**src/hdl/ivlp_regs.svh**
```systemverilog
// Constants for the interrupt vector and low-power control block
`ifndef IVLP_REGS_SVH
`define IVLP_REGS_SVH
`define IVLP_VEC_RESET      16'hFFFE
`define IVLP_VEC_NMI        16'hFFFC
`define IVLP_VEC_T2_CH0     16'hFFFA
`define IVLP_VEC_T2_REST    16'hFFF8
`define IVLP_VEC_WDT        16'hFFF4
`define IVLP_VEC_T1_CH0     16'hFFF2
`define IVLP_VEC_T1_REST    16'hFFF0
`define IVLP_VEC_SER_RX     16'hFFEE
`define IVLP_VEC_SER_TX     16'hFFEC
`define IVLP_VEC_ADC        16'hFFEA
`define IVLP_VEC_PORT2      16'hFFE6
`define IVLP_VEC_PORT1      16'hFFE4
`define IVLP_VEC_KEY        16'hFFDE
`define IVLP_VEC_TOP        16'hFFFF
`define IVLP_VEC_BASE       16'hFFC0
`define IVLP_VEC_FREE_HI    16'hFFDC
`define IVLP_BLANK_WORD     16'hFFFF
`define IVLP_KEY_NO_BSL     16'hAA55
`define IVLP_KEY_NO_ERASE   16'h0000
`define IVLP_PERIPH_TOP     16'h01FF
`define IVLP_PRIO_RESET     5'h1F
`define IVLP_PRIO_NMI       5'h1E
`define IVLP_ADDR_IE1       8'h00
`define IVLP_ADDR_IFG1      8'h02
`define IVLP_ADDR_STATUS    8'h04
`define IVLP_IE_WDT         0
`define IVLP_IE_OSC         1
`define IVLP_IE_NMI         4
`define IVLP_IE_ACCV        5
`define IVLP_IFG_WDT        0
`define IVLP_IFG_OSC        1
`define IVLP_IFG_POR        2
`define IVLP_IFG_RST        3
`define IVLP_IFG_NMI        4
`define IVLP_IFG1_RESET     8'h06
`endif

```
**src/hdl/ivlp_pkg.sv**
```systemverilog
// Types for the interrupt vector and low-power control block
package ivlp_pkg;
  typedef enum logic [2:0] {
    IVLP_ACTIVE = 3'h0,
    IVLP_LOW_POWER_MODE_ZERO   = 3'h1,
    IVLP_LOW_POWER_MODE_ONE   = 3'h3,
    IVLP_LOW_POWER_MODE_TWO   = 3'h2,
    IVLP_LOW_POWER_MODE_THREE   = 3'h6,
    IVLP_LOW_POWER_MODE_FOUR   = 3'h7
  } ivlp_mode_type;

  typedef enum logic [1:0] {
    IVLP_RUN   = 2'h0,
    IVLP_SAVE  = 2'h1,
    IVLP_FETCH = 2'h3,
    IVLP_HALT  = 2'h2
  } ivlp_state_type;

  // Clock and oscillator gating outputs
  typedef struct packed {
    logic core_run;
    logic aux_clk_en;
    logic main_clk_en;
    logic sub_main_clk_en;
    logic dc_gen_en;
    logic crystal_en;
  } ivlp_clk_type;

  // Maskable peripheral request lines; flags stay in the peripherals
  typedef struct packed {
    logic       t2_ch0;
    logic [1:0] t2_ch12;
    logic       t2_ovf;
    logic       wdt_interval;
    logic       t1_ch0;
    logic [1:0] t1_ch12;
    logic       t1_ovf;
    logic       ser_a_rx;
    logic       ser_b_rx;
    logic       ser_a_tx;
    logic       ser_b_tx;
    logic       adc_done;
    logic [7:0] port2;
    logic [7:0] port1;
  } ivlp_req_type;
endpackage

```
**src/hdl/ivlp_prio.sv**
```systemverilog
// Priority picker for the maskable vectors
`timescale 1ns/1ps
`include "ivlp_regs.svh"
module ivlp_prio
  import ivlp_pkg::*;
(
  // Request lines and global enable
  input  wire ivlp_req_type req,
  input  wire logic         gie,
  // Winner
  output logic              hit,
  output logic [15:0]       vector,
  output logic [4:0]        prio
);
  localparam int N = 10;
  logic [N-1:0] lines;
  logic [15:0]  vec_tab [N];

  // [RULE7] second timer vectors
  assign lines[0] = req.t2_ch0;
  assign lines[1] = |req.t2_ch12 | req.t2_ovf;
  assign lines[2] = req.wdt_interval;
  // [RULE8] first timer vectors
  assign lines[3] = req.t1_ch0;
  assign lines[4] = |req.t1_ch12 | req.t1_ovf;
  // [RULE9] merged receive lines
  assign lines[5] = req.ser_a_rx | req.ser_b_rx;
  // [RULE10] merged transmit lines
  assign lines[6] = req.ser_a_tx | req.ser_b_tx;
  assign lines[7] = req.adc_done;
  // [RULE11] port pin groups
  assign lines[8] = |req.port2;
  assign lines[9] = |req.port1;

  assign vec_tab[0] = `IVLP_VEC_T2_CH0;
  assign vec_tab[1] = `IVLP_VEC_T2_REST;
  assign vec_tab[2] = `IVLP_VEC_WDT;
  assign vec_tab[3] = `IVLP_VEC_T1_CH0;
  assign vec_tab[4] = `IVLP_VEC_T1_REST;
  assign vec_tab[5] = `IVLP_VEC_SER_RX;
  assign vec_tab[6] = `IVLP_VEC_SER_TX;
  assign vec_tab[7] = `IVLP_VEC_ADC;
  assign vec_tab[8] = `IVLP_VEC_PORT2;
  assign vec_tab[9] = `IVLP_VEC_PORT1;

  // Priority number follows the vector word: (addr - base) / 2
  function automatic logic [4:0] prio_of(input logic [15:0] v);
    logic [15:0] d;
    d = v - `IVLP_VEC_BASE;
    return d[5:1];
  endfunction

  // [RULE25] lowest index wins, maskables need global enable
  always_comb begin
    hit    = 1'b0;
    vector = 16'h0000;
    prio   = 5'h00;
    for (int i = N - 1; i >= 0; i--) begin
      if (lines[i] && gie) begin
        hit    = 1'b1;
        vector = vec_tab[i];
        prio   = prio_of(vec_tab[i]);
      end
    end
  end
endmodule

```
**src/hdl/ivlp_top.sv**
```systemverilog
// Interrupt and reset vectoring with low-power clock gating
//
// Behaviour
// [RULE1] Vectors and start address sit in words 0xFFFF down to 0xFFC0.
// [RULE2] Blank reset vector after power-up sends the device to mode four.
// [RULE3] All reset causes share vector 0xFFFE at priority 31.
// [RULE4] Pin event, oscillator fault, access violation share 0xFFFC, priority 30.
// [RULE5] Those sources obey own enable, ignore global enable.
// [RULE6] Truly nonmaskable events are taken regardless of any enable.
// [RULE7] Second timer channel 0 at 0xFFFA; rest share 0xFFF8.
// [RULE8] First timer channel 0 at 0xFFF2; rest share 0xFFF0.
// [RULE9] Both serial receive lines share 0xFFEE, priority 23.
// [RULE10] Both serial transmit lines share 0xFFEC, priority 22.
// [RULE11] Port 2 pins to 0xFFE6, port 1 pins to 0xFFE4.
// [RULE12] Words 0xFFDC to 0xFFC0 carry no interrupt source.
// [RULE13] Key word 0xAA55 at 0xFFDE disables the boot loader.
// [RULE14] Key word zero stops flash erase on a bad password.
// [RULE15] Fetch from 0x0000-0x01FF or unused space raises reset.
// [RULE16] Enabled interrupt wakes any low-power mode, mode returns after handler.
// [RULE17] Active mode runs auxiliary, main and sub-main clocks.
// [RULE18] Modes 0 and 1 stop core and main clock; mode 1 may stop generator.
// [RULE19] Mode 2 stops core, main and sub-main; generator stays on.
// [RULE20] Mode 3 stops core, main and sub-main; generator off.
// [RULE21] Mode 4 stops everything including the crystal.
// [RULE22] Peripheral flags stay in peripherals; only request lines come in.
// [RULE23] Power-on flag set on power-up; pin reset flag set by pin, cleared at power-up.
// [RULE24] Enable bits at byte 0x00, cleared by power-up clear.
// [RULE25] Highest priority enabled request wins; maskables need global enable.
// [RULE26] Grant saves context, clears low-power bits, then loads vector.
`timescale 1ns/1ps
`include "ivlp_regs.svh"
module ivlp_top
  import ivlp_pkg::*;
(
  // Clock and reset
  input  wire  logic          core_clk,
  input  wire  logic          reset_n,
  // Reset causes
  input  wire  logic          power_up,
  input  wire  logic          pin_reset,
  input  wire  logic          watchdog_expire,
  input  wire  logic          flash_key_violation,
  // Non-maskable class
  input  wire  logic          pin_nonmaskable_event,
  input  wire  logic          oscillator_fault,
  input  wire  logic          flash_access_violation_flag,
  input  wire  logic          true_nmi,
  // Peripheral request lines
  input  wire  ivlp_req_type  req,
  // Core status and fetch
  input  wire  logic          gie,
  input  wire  logic          lpm_request,
  input  wire  logic [2:0]    lpm_select,
  input  wire  logic          dco_used_active,
  input  wire  logic          handler_return,
  input  wire  logic          fetch_valid,
  input  wire  logic [15:0]   fetch_addr,
  input  wire  logic          fetch_mapped,
  // Vector memory word reads
  input  wire  logic [15:0]   reset_vector_word,
  input  wire  logic [15:0]   boot_loader_key_word,
  // Register port
  input  wire  logic [7:0]    reg_addr,
  input  wire  logic [7:0]    reg_wdata,
  input  wire  logic          reg_wr,
  input  wire  logic          reg_rd,
  output logic [7:0]          reg_rdata,
  // To the core
  output logic                core_reset,
  output logic                save_context,
  output logic                load_vector,
  output logic [15:0]         vector_addr,
  output logic [4:0]          grant_prio,
  output ivlp_clk_type        clk_ctl,
  output logic                boot_loader_enable,
  output logic                bad_password_erase_en
);
  ///////////////////////////////////////////////////////////////////////////
  // Reset release
  logic [1:0] rst_sync_reg;
  logic       rst_n;
  always_ff @(posedge core_clk or negedge reset_n) begin
    if (!reset_n) rst_sync_reg <= 2'h0;
    else          rst_sync_reg <= {rst_sync_reg[0], 1'b1};
  end
  assign rst_n = rst_sync_reg[1];

  ///////////////////////////////////////////////////////////////////////////
  // Registers
  logic [7:0] ie_reg;
  logic [7:0] ifg_reg;
  logic [7:0] ifg_next;
  logic       wr_ie;
  logic       wr_ifg;
  logic [7:0] ie_mask;
  logic [7:0] ifg_mask;
  assign wr_ie    = reg_wr && reg_addr == `IVLP_ADDR_IE1;
  assign wr_ifg   = reg_wr && reg_addr == `IVLP_ADDR_IFG1;
  assign ie_mask  = 8'h33;
  assign ifg_mask = 8'h1F;

  // [RULE24] enable bits, cleared at power-up clear
  always_ff @(posedge core_clk or negedge rst_n) begin
    if (!rst_n)            ie_reg <= 8'h00;
    else if (core_reset)   ie_reg <= 8'h00;
    else if (wr_ie)        ie_reg <= reg_wdata & ie_mask;
  end

  // [RULE23] set wins over a software clear
  always_comb begin
    ifg_next = wr_ifg ? (reg_wdata & ifg_mask) : ifg_reg;
    if (power_up) begin
      ifg_next[`IVLP_IFG_POR] = 1'b1;
      ifg_next[`IVLP_IFG_RST] = 1'b0;
    end
    if (pin_reset)             ifg_next[`IVLP_IFG_RST] = 1'b1;
    if (watchdog_expire || flash_key_violation) ifg_next[`IVLP_IFG_WDT] = 1'b1;
    if (oscillator_fault)      ifg_next[`IVLP_IFG_OSC] = 1'b1;
    if (pin_nonmaskable_event) ifg_next[`IVLP_IFG_NMI] = 1'b1;
  end

  always_ff @(posedge core_clk or negedge rst_n) begin
    if (!rst_n) ifg_reg <= `IVLP_IFG1_RESET;
    else        ifg_reg <= ifg_next;
  end

  ///////////////////////////////////////////////////////////////////////////
  // Reset sources
  logic fetch_bad;
  logic reset_cause;
  // [RULE15] fetch from peripheral space or unmapped space
  assign fetch_bad   = fetch_valid && (fetch_addr <= `IVLP_PERIPH_TOP || !fetch_mapped);
  // [RULE3] one reset vector for all causes
  assign reset_cause = power_up | pin_reset | watchdog_expire | flash_key_violation
                     | fetch_bad;

  ///////////////////////////////////////////////////////////////////////////
  // Request selection
  logic       nmi_hit;
  logic       mask_hit;
  logic [15:0] mask_vec;
  logic [4:0]  mask_prio;
  logic        any_hit;

  // [RULE4] shared non-maskable vector
  // [RULE5] own enables gate, global enable ignored
  // [RULE6] true nonmaskable bypasses all enables
  assign nmi_hit = (ifg_reg[`IVLP_IFG_NMI] & ie_reg[`IVLP_IE_NMI])
                 | (ifg_reg[`IVLP_IFG_OSC] & ie_reg[`IVLP_IE_OSC])
                 | (flash_access_violation_flag & ie_reg[`IVLP_IE_ACCV])
                 | true_nmi;

  // [RULE22] maskable requests are bare lines, no local flag copy
  ivlp_prio u_prio (
    .req    (req),
    .gie    (gie),
    .hit    (mask_hit),
    .vector (mask_vec),
    .prio   (mask_prio)
  );
  assign any_hit = nmi_hit | mask_hit;

  ///////////////////////////////////////////////////////////////////////////
  // Grant sequencer and mode
  ivlp_state_type state_reg;
  ivlp_state_type state_next;
  ivlp_mode_type  mode_reg;
  ivlp_mode_type  mode_next;
  ivlp_mode_type  saved_mode_reg;
  logic [15:0]    vec_reg;
  logic [4:0]     prio_reg;
  logic           blank_vec;
  logic           boot_seen_reg;

  // [RULE2] blank reset vector read at start
  assign blank_vec = reset_vector_word == `IVLP_BLANK_WORD;

  function automatic ivlp_mode_type mode_of(input logic [2:0] s);
    case (s)
      3'h0:    return IVLP_LOW_POWER_MODE_ZERO;
      3'h1:    return IVLP_LOW_POWER_MODE_ONE;
      3'h2:    return IVLP_LOW_POWER_MODE_TWO;
      3'h3:    return IVLP_LOW_POWER_MODE_THREE;
      default: return IVLP_LOW_POWER_MODE_FOUR;
    endcase
  endfunction

  always_comb begin
    state_next = state_reg;
    mode_next  = mode_reg;
    case (state_reg)
      IVLP_RUN: begin
        // [RULE16] any granted request wakes the core
        if (any_hit) state_next = IVLP_SAVE;
        else if (lpm_request) mode_next = mode_of(lpm_select);
        else if (handler_return) mode_next = saved_mode_reg;
      end
      IVLP_SAVE: begin
        // [RULE26] clocks restart in the same cycle as the vector load
        mode_next  = IVLP_ACTIVE;
        state_next = IVLP_FETCH;
      end
      IVLP_FETCH: state_next = IVLP_RUN;
      IVLP_HALT: begin
        if (any_hit) state_next = IVLP_SAVE;
      end
      default: state_next = IVLP_RUN;
    endcase
  end

  always_ff @(posedge core_clk or negedge rst_n) begin
    if (!rst_n) begin
      state_reg      <= IVLP_RUN;
      mode_reg       <= IVLP_ACTIVE;
      saved_mode_reg <= IVLP_ACTIVE;
      vec_reg        <= `IVLP_VEC_RESET;
      prio_reg       <= `IVLP_PRIO_RESET;
      boot_seen_reg  <= 1'b0;
    end else if (reset_cause) begin
      // [RULE3] reset outranks every interrupt
      state_reg      <= IVLP_FETCH;
      mode_reg       <= IVLP_ACTIVE;
      saved_mode_reg <= IVLP_ACTIVE;
      vec_reg        <= `IVLP_VEC_RESET;
      prio_reg       <= `IVLP_PRIO_RESET;
      boot_seen_reg  <= power_up;
    end else begin
      boot_seen_reg <= 1'b0;
      if (boot_seen_reg && blank_vec) begin
        // [RULE2] no execution, deepest mode
        state_reg <= IVLP_HALT;
        mode_reg  <= IVLP_LOW_POWER_MODE_FOUR;
      end else begin
        state_reg <= state_next;
        mode_reg  <= mode_next;
      end
      if (state_next == IVLP_SAVE && state_reg != IVLP_SAVE) begin
        saved_mode_reg <= mode_reg;
        // [RULE25] non-maskable class outranks all maskables
        vec_reg  <= nmi_hit ? `IVLP_VEC_NMI : mask_vec;
        prio_reg <= nmi_hit ? `IVLP_PRIO_NMI : mask_prio;
      end
    end
  end

  ///////////////////////////////////////////////////////////////////////////
  // Clock gating per mode
  ivlp_clk_type clk_next;
  always_comb begin
    clk_next = '{default: 1'b1};
    case (mode_reg)
      // [RULE17] all clocks run
      IVLP_ACTIVE: clk_next = '{default: 1'b1};
      // [RULE18] core and main clock halted
      IVLP_LOW_POWER_MODE_ZERO: begin
        clk_next.core_run    = 1'b0;
        clk_next.main_clk_en = 1'b0;
      end
      IVLP_LOW_POWER_MODE_ONE: begin
        clk_next.core_run    = 1'b0;
        clk_next.main_clk_en = 1'b0;
        clk_next.dc_gen_en   = dco_used_active;
      end
      // [RULE19] generator stays on
      IVLP_LOW_POWER_MODE_TWO: begin
        clk_next.core_run        = 1'b0;
        clk_next.main_clk_en     = 1'b0;
        clk_next.sub_main_clk_en = 1'b0;
      end
      // [RULE20] generator off
      IVLP_LOW_POWER_MODE_THREE: begin
        clk_next.core_run        = 1'b0;
        clk_next.main_clk_en     = 1'b0;
        clk_next.sub_main_clk_en = 1'b0;
        clk_next.dc_gen_en       = 1'b0;
      end
      // [RULE21] everything stopped
      IVLP_LOW_POWER_MODE_FOUR: clk_next = '{default: 1'b0};
      default:   clk_next = '{default: 1'b1};
    endcase
  end

  ///////////////////////////////////////////////////////////////////////////
  // Output flops
  logic [7:0] rdata_next;
  assign rdata_next = !reg_rd                          ? 8'h00 :
                      reg_addr == `IVLP_ADDR_IE1       ? ie_reg :
                      reg_addr == `IVLP_ADDR_IFG1      ? ifg_reg :
                      reg_addr == `IVLP_ADDR_STATUS    ? {3'h0, state_reg, mode_reg} :
                      8'h00;

  always_ff @(posedge core_clk or negedge rst_n) begin
    if (!rst_n) begin
      reg_rdata             <= 8'h00;
      core_reset            <= 1'b1;
      save_context          <= 1'b0;
      load_vector           <= 1'b0;
      vector_addr           <= `IVLP_VEC_RESET;
      grant_prio            <= `IVLP_PRIO_RESET;
      clk_ctl               <= '{default: 1'b1};
      boot_loader_enable    <= 1'b0;
      bad_password_erase_en <= 1'b1;
    end else begin
      reg_rdata    <= rdata_next;
      core_reset   <= reset_cause;
      save_context <= state_reg == IVLP_SAVE;
      // [RULE1] vector words all lie in the top block
      // [RULE12] low words never selected as vectors
      load_vector  <= state_reg == IVLP_FETCH;
      vector_addr  <= vec_reg;
      grant_prio   <= prio_reg;
      clk_ctl      <= clk_next;
      // [RULE13] key word disables boot loader
      boot_loader_enable    <= boot_loader_key_word != `IVLP_KEY_NO_BSL;
      // [RULE14] zero key inhibits erase
      bad_password_erase_en <= boot_loader_key_word != `IVLP_KEY_NO_ERASE;
    end
  end

  ///////////////////////////////////////////////////////////////////////////
  // Checks
  a_reset_vector: assert property (@(posedge core_clk) disable iff (!rst_n) // [RULE3]
    reset_cause |=> ##1 (load_vector && vector_addr == `IVLP_VEC_RESET))
    else $error("reset not vectored to top word");
  a_nmi_vector: assert property (@(posedge core_clk) disable iff (!rst_n) // [RULE4]
    (state_reg == IVLP_SAVE && vec_reg == `IVLP_VEC_NMI && !reset_cause)
      |=> ##1 grant_prio == 5'h1E)
    else $error("nmi priority wrong");
  a_blank_halt: assert property (@(posedge core_clk) disable iff (!rst_n) // [RULE2]
    (boot_seen_reg && blank_vec && !reset_cause) |=> ##1 clk_ctl == '0)
    else $error("blank vector did not halt");
  a_true_nmi: assert property (@(posedge core_clk) disable iff (!rst_n) // [RULE6]
    (true_nmi && state_reg == IVLP_RUN && !reset_cause) |=> state_reg == IVLP_SAVE)
    else $error("true nmi ignored");
  a_gie_mask: assert property (@(posedge core_clk) disable iff (!rst_n) // [RULE25]
    (!gie && !nmi_hit && state_reg == IVLP_RUN && !reset_cause) |=> state_reg != IVLP_SAVE)
    else $error("maskable taken without global enable");
  a_wake_active: assert property (@(posedge core_clk) disable iff (!rst_n) // [RULE26]
    (state_reg == IVLP_SAVE && !reset_cause) |=> ##1 clk_ctl.main_clk_en)
    else $error("clocks not restarted");
  a_bad_fetch: assert property (@(posedge core_clk) disable iff (!rst_n) // [RULE15]
    (fetch_valid && fetch_addr <= 16'h01FF) |=> core_reset)
    else $error("bad fetch missed");
  a_low_power_mode_three_gate: assert property (@(posedge core_clk) disable iff (!rst_n) // [RULE20]
    mode_reg == IVLP_LOW_POWER_MODE_THREE |=> (!clk_ctl.dc_gen_en && clk_ctl.aux_clk_en))
    else $error("mode three gating wrong");
  c_wake: cover property (@(posedge core_clk) disable iff (!rst_n)
    mode_reg == IVLP_LOW_POWER_MODE_THREE ##1 state_reg == IVLP_SAVE);
  c_return: cover property (@(posedge core_clk) disable iff (!rst_n)
    handler_return && saved_mode_reg != IVLP_ACTIVE);
  c_nmi: cover property (@(posedge core_clk) disable iff (!rst_n)
    nmi_hit && mask_hit);
endmodule

```
**config.mk**
```make
export PLATFORM = sky130hd
export DESIGN_NAME = ivlp_top
export DESIGN_NICKNAME = d
export VERILOG_FILES = /design/src/hdl/ivlp_pkg.sv /design/src/hdl/ivlp_prio.sv /design/src/hdl/ivlp_top.sv
export VERILOG_INCLUDE_DIRS = /design/src /design/src/hdl
export SDC_FILE = /design/constraint.sdc
export NUM_CORES = 1
export LEC_CHECK = 0
export ABC_AREA = 1
export ABC_CLOCK_PERIOD_IN_PS = 2100
export BUFFER_PORTS_ARGS = -buffer_cell sky130_fd_sc_hd__buf_2
export CORE_MARGIN = 2
export CORE_UTILIZATION = 45
export DETAILED_ROUTE_END_ITERATION = 7
export HOLD_SLACK_MARGIN = 0.08
export PLACE_DENSITY_LB_ADDON = 0.3
export SLEW_MARGIN = 30
export SYNTH_ARGS = -nofsm -noshare
export SYNTH_HDL_FRONTEND = slang
export SYNTH_SLANG_ARGS = --single-unit
```
**constraint.sdc**
```tcl
create_clock -name core_clk -period 2.1 [get_ports core_clk]
set_input_delay 0.105 -clock core_clk [delete_from_list [all_inputs] [get_ports core_clk]]
set_output_delay 0.105 -clock core_clk [all_outputs]
set_load 0.005 [all_outputs]
```
* Yosys cells after proc, flatten, opt, wreduce, memory -nomap -nowiden *
Cells that the tools add are included.

operators by class
  bitwise logic cells = 15
  shift operators = 0
  divide/modulo/power cells = 0
  add/subtract/negate cells = 0
  reductions and logical operators = 39
  eq/ne operators = 19
  $mul = 0
  mux-type cells = 66
  order comparisons = 1

operators with widths
  cell                                                                               number
  16-bit 2-to-1 mux                                                                  13
  5-bit 2-to-1 mux                                                                   16
  8-bit 2-to-1 mux                                                                   4
  3-bit 2-to-1 mux                                                                   7
  1-bit 2-to-1 mux                                                                   18
  16-bit == test, second input constant                                              1
  16-bit by 9-bit less-or-equal comparator with 1-bit output, second input constant  1
  16-bit != test, second input constant                                              1
  16-bit nonzero test                                                                1
  8-bit OR reduction                                                                 2
  1-bit logical AND                                                                  15
  3-bit by 2-bit == test with 1-bit output, second input constant                    4
  1-bit OR                                                                           12
  3-bit case mux with 4 select lines                                                 1
  2-bit nonzero test                                                                 6
  8-bit by 2-bit == test with 1-bit output, second input constant                    1
  8-bit by 3-bit == test with 1-bit output, second input constant                    1
  8-bit logical NOT                                                                  1
  2-bit 2-to-1 mux                                                                   4
  2-bit OR reduction                                                                 4
  3-bit by 1-bit == test with 1-bit output, second input constant                    2
  3-bit == test, second input constant                                               2
  2-bit case mux with 3 select lines                                                 1
  3-bit case mux with 2 select lines                                                 1
  other kinds (16)                                                                   21

storage, ports and cells
  output and inout port bits = 40
  memories kept = 0
  memory bits (read-only) = 0
  register bits = 83
  input bits = 115
  latch bits = 0
  bits in writable memories = 0
  logic and storage cells = 165

* Depth between registers and ports, before layout *
  depth after elaboration = 19
  depth in mapped cells = 12
  gate-level depth less buffers = 12

* Modules after synthesis *
Synthesis repeated with hierarchy kept, for this count alone.

unflattened totals
  cells, all modules = 414
  area total of the unflattened synthesis = 3668.5 µm²

by module, submodules not included
  module     seq. area each (µm²)  cells each  area each (µm²)  times used
  ivlp_top   1986.9                345         3288.2           1
  ivlp_prio  0.0                   69          380.4            1

* Worst setup path before layout *
Ideal clock, no wire load.

  path kind = reg2reg
  start = reg ie_reg[4]
  end = reg vec_reg[14]
  data required time = 2.018 ns
  library setup time = 0.082 ns
  cell stages (with the launch flop) = 10
  arrival = 1.217 ns
  period minus slack after synthesis = 1.299 ns
  setup slack = 0.801 ns
  path buffers = 0
  path through = dfrtp_1 -> nand2_1 -> nand2_1 -> nor2_2 -> nand3_2 -> nor2_2 -> nand3_2 -> nand2_4 -> nand2_4 -> or2_1

on the way
  word-level cells in the longest chain between the ends = 10
  elaborated cells on any way between the ends = 13
  those cells by class = eq/ne: 1; mux: 5; bitwise: 5; reduce/logical: 2

RTL lines
  item                                      line                              RTL
  start, declared                           ivlp_top.sv:90                    logic [7:0] ie_reg;
  start signal, assigned                    ivlp_top.sv:106                   else if (wr_ie) ie_reg <= reg_wdata & ie_mask;
  1-bit bitwise AND (*)                     ivlp_top.sv:148                   assign nmi_hit = (ifg_reg[`IVLP_IFG_NMI] & ie_reg[`IVLP_IE_NMI])
  1-bit OR (*) (3 in series)                ivlp_top.sv:148
  1-bit OR                                  ivlp_top.sv:161                   assign any_hit = nmi_hit | mask_hit;
  2-bit 2-to-1 mux                          ivlp_top.sv:194, ivlp_top.sv:205
  2-bit case mux with 3 select lines        ivlp_top.sv:191                   case (state_reg)
  2-bit by 1-bit == test with 1-bit output  ivlp_top.sv:237                   if (state_next == IVLP_SAVE && state_reg != IVLP_SAVE) begin
  1-bit logical AND                         ivlp_top.sv:237
  2-bit nonzero test (no source line)       --
  end signal, assigned                      ivlp_top.sv:216                   vec_reg <= `IVLP_VEC_RESET;
  end signal, assigned                      ivlp_top.sv:224                   vec_reg <= `IVLP_VEC_RESET;
  end signal, assigned                      ivlp_top.sv:240                   vec_reg <= nmi_hit ? `IVLP_VEC_NMI : mask_vec;
  end, declared                             ivlp_top.sv:170                   logic [15:0] vec_reg;

Mark *: on every way between the ends. The rest lies on a longest branch, timed or not. The select of a mux whose other input is x is not followed.
A chain may end at the register's enable or synchronous reset.

* Final worst setup path *
  start = in boot_loader_key_word[0]
  end = reg bad_password_erase_en

on the way
  word-level cells in the longest chain between the ends = 1

RTL lines
  item                                  line             RTL
  start, declared                       ivlp_top.sv:61   input wire logic [15:0] boot_loader_key_word,
  16-bit nonzero test (no source line)  --
  end signal, assigned                  ivlp_top.sv:316  bad_password_erase_en <= boot_loader_key_word != `IVLP_KEY_NO_ERASE;
  end, declared                         ivlp_top.sv:76   output logic bad_password_erase_en

Every way passes these cells.

==> flow_summary.ini <==
[run_status]
status = finished, final reports clean

[logic_synthesis]
synth_cells = 313
synth-edff-count = 0
synth_area_leaders = dfrtp_1, dfstp_2, nand2_1, buf_4, nor2_1
synth_commonest_cells = nand2_1, nor2_1, inv_1
synthFlopType = dfrtp_1
synth_top_cell_by_area = dfrtp_1
synth-seq-cells = 45
synth_most_common_cell = nand2_1
synth_warnings = 0
seq_area_frac_synth_pct = 47.49
synthArstFlopShare_pct = 100.0
synth_cell_type_count = 29
syn_avg_cell_area_um2 = 7.727
yosysTopAreaCellShare_pct = 27.94
syn_area_mm2 = 0.002419

[routing]
vias_per_cell = 4.688
drt_wl_total_um = 5731
drt_iter0_drc = 146
first_pass_iters = 5
avgRoutedWirePerCell_um = 10.85
vias = 2475
drtAntennaViolNets = 0
drc = 0

[clocking]
cts_made_buffers = 5
cts.clk_slew.worst_paths_ns = 0.08
cts_max_path_buffers = 2
clock_latency_ns = 0.30
clkSinkCount = 45
cts_tree = done
htreeDepth = 2
root_buffer = clkbuf_8

[placement]
finalWeightedCongestion = 0.8095
dp_hpwl_um = 4484
port_buffers = 140
placed_cell_area_mm2 = 0.003058

[worst_setup_path]
r2r_slack_ns = 0.60
rr_worst_depth = 11
cp_slowest_stage_delay_ns = 0.59
timing.rr.start = ie_reg[5]$_DFFE_PN0P_
reg2reg_to = prio_reg[1]$_DFFE_PN1P_
critPathRequiredTime_ns = 2.32
crit_top_cell = dlygate4sd3_1
crit_type = in -> reg
slowest_stage = dlygate4sd3_1
startpoint_type = primary input
cp-end-kind = register
worstPathCellList = dlygate4sd3_1 -> buf_2 -> nor4_1 -> dlygate4sd3_1 -> nand3_1 -> dlygate4sd3_1
crit_fanout = 2
cp.arrival_ns = 2.21

[timing]
report.final.slew_viol_count = 0
setup_viol = 0
rsz0062_at_grt = no
finalCritPeriodShare_pct = 94.53
fin_skew_ns = 0.008445
finalSetupTns_ns = 0
hold_viol = 0
layout_min_cycle_time_ns = 1.985
max_freq_mhz = 503.7

[pwr]
powerDensity_mw_per_mm2 = 539.0
peakVddDrop_mv = 0.3635
leakagePower_nw = 1.742

[final_layout]
layout-area-overhead-vs-synth_pct = 38.02
largest_reg_flops = 6
drive_gt1_share_pct = 40.39
design_area_mm2 = 0.003338
final_nets = 572
diodes = 0

[floorplan]
die_x_um = 77.31
dieArea_mm2 = 0.005977
ios = 155
initial_core_util_pct = 47.05
die_h_um = 77.31
core_mm2 = 0.005140
num_rows = 26

[min_path]
holdCritPathClass = in -> reg
hold_start = reg_wdata[4]
holdPathEnd = ie_reg[4]$_DFFE_PN0P_
worstHoldPathCells = 3

[global_routing]
antenna_found_initial = 0
grt_max_degree = 26
grt_usage_pct = 19.92
grt_overflow = 0
grt_pass1_wl_um = 9715
grt_pass1_vias = 2400

[flow_run]
cap_viol_max_count = 0
final cells by class:
class | count | area (µm²)
Fill cell | 444 | 1802
Sequential cell | 45 | 1150
Multi-Input combinational cell | 209 | 965.9
Timing Repair Buffer | 157 | 868.3
Inverter | 39 | 146.4
Tap cell | 70 | 87.58
Clock buffer | 6 | 82.58
Clock inverter | 2 | 37.54
worst max-delay path by stage:
stage | startpoint | endpoint | cells past startpoint
finish | boot_loader_key_word[0] | bad_password_erase_en$_DFF_PN1_ | 6
global route | boot_loader_key_word[0] | bad_password_erase_en$_DFF_PN1_ | 6
CTS | boot_loader_key_word[0] | bad_password_erase_en$_DFF_PN1_ | 6
detailed placement | ie_reg[5]$_DFFE_PN0P_ | prio_reg[1]$_DFFE_PN1P_ | 11
global placement | ie_reg[5]$_DFFE_PN0P_ | vec_reg[14]$_DFFE_PN1P_ | 9
floorplan | rst_sync_reg[1]$_DFF_PN0_ | boot_loader_enable$_DFF_PN0_ | 0
cell families (layout without fill, tap and decap cells):
kind of cell | Yosys count | in the layout | share of synthesized area, %
and+or+nand+nor | 168 | 168 | 30.57
buffers and inverters | 61 | 204 | 12.88
DFF | 45 | 45 | 47.49
AOI/OAI and AO/OA | 37 | 37 | 8.743
other | 2 | 4 | 0.3105
where the power goes:
part / total, mW / switching, mW / internal, mW
combinational: 0.226 / 0.104 / 0.121
sequential: 0.896 / 0.0127 / 0.883
clock: 0.678 / 0.291 / 0.387
stage by stage:
stage	hold slack (ns)	instances	util, %	total power, mW	setup slack [ns]
floorplan	-0.1906	315	-	0.9974	0.7863
global placement	-0.1094	504	59.49	1.111	0.6537
detailed placement	-0.1039	504	59.49	1.117	0.6161
CTS	0.08347	528	64.95	1.809	0.2130
global route	0.08321	528	64.95	1.872	0.05586
finish	0.08985	528	64.95	1.799	0.1149
metal layers:
layer | global-route usage, % | vias to the layer above | part of all wire, %
li1 | - | 1256 | -
met1 | 23.04 | 1095 | 42
met2 | 36.61 | 118 | 49
met3 | 4.588 | 6 | 7.9
met4 | 5.536 | 0 | 0.80
met5 | 0 | - | 0
worst max-delay path: cells and delay by family:
| kind | cells | cell delay, ns |
|---|---|---|
| buf+inv | 4 | 1.83 |
| simple gates | 2 | 0.26 |
cell usage in the layout (no fill, tap or decap), types with 4 or more instances in the layout:
cell type and n:
conb_1 4, clkbuf_8 6, nand3_1 15, dfrtp_1 26, nor4_1 6, a21oi_1 11, o21ai_0 17, nand2_2 4
buf_2 140, dlygate4sd3_1 16, inv_1 36, nand2_1 84, nand4_1 4, dfstp_2 18, nor2_1 40
timing repair:
item                                   4_1_cts  5_1_grt
hold buffers                                16        0
endpoints found under the hold margin       16        0
gates resized for setup                      0        0
buffers inserted                             0        0
Note: power is estimated with default switching activity, not from simulation.
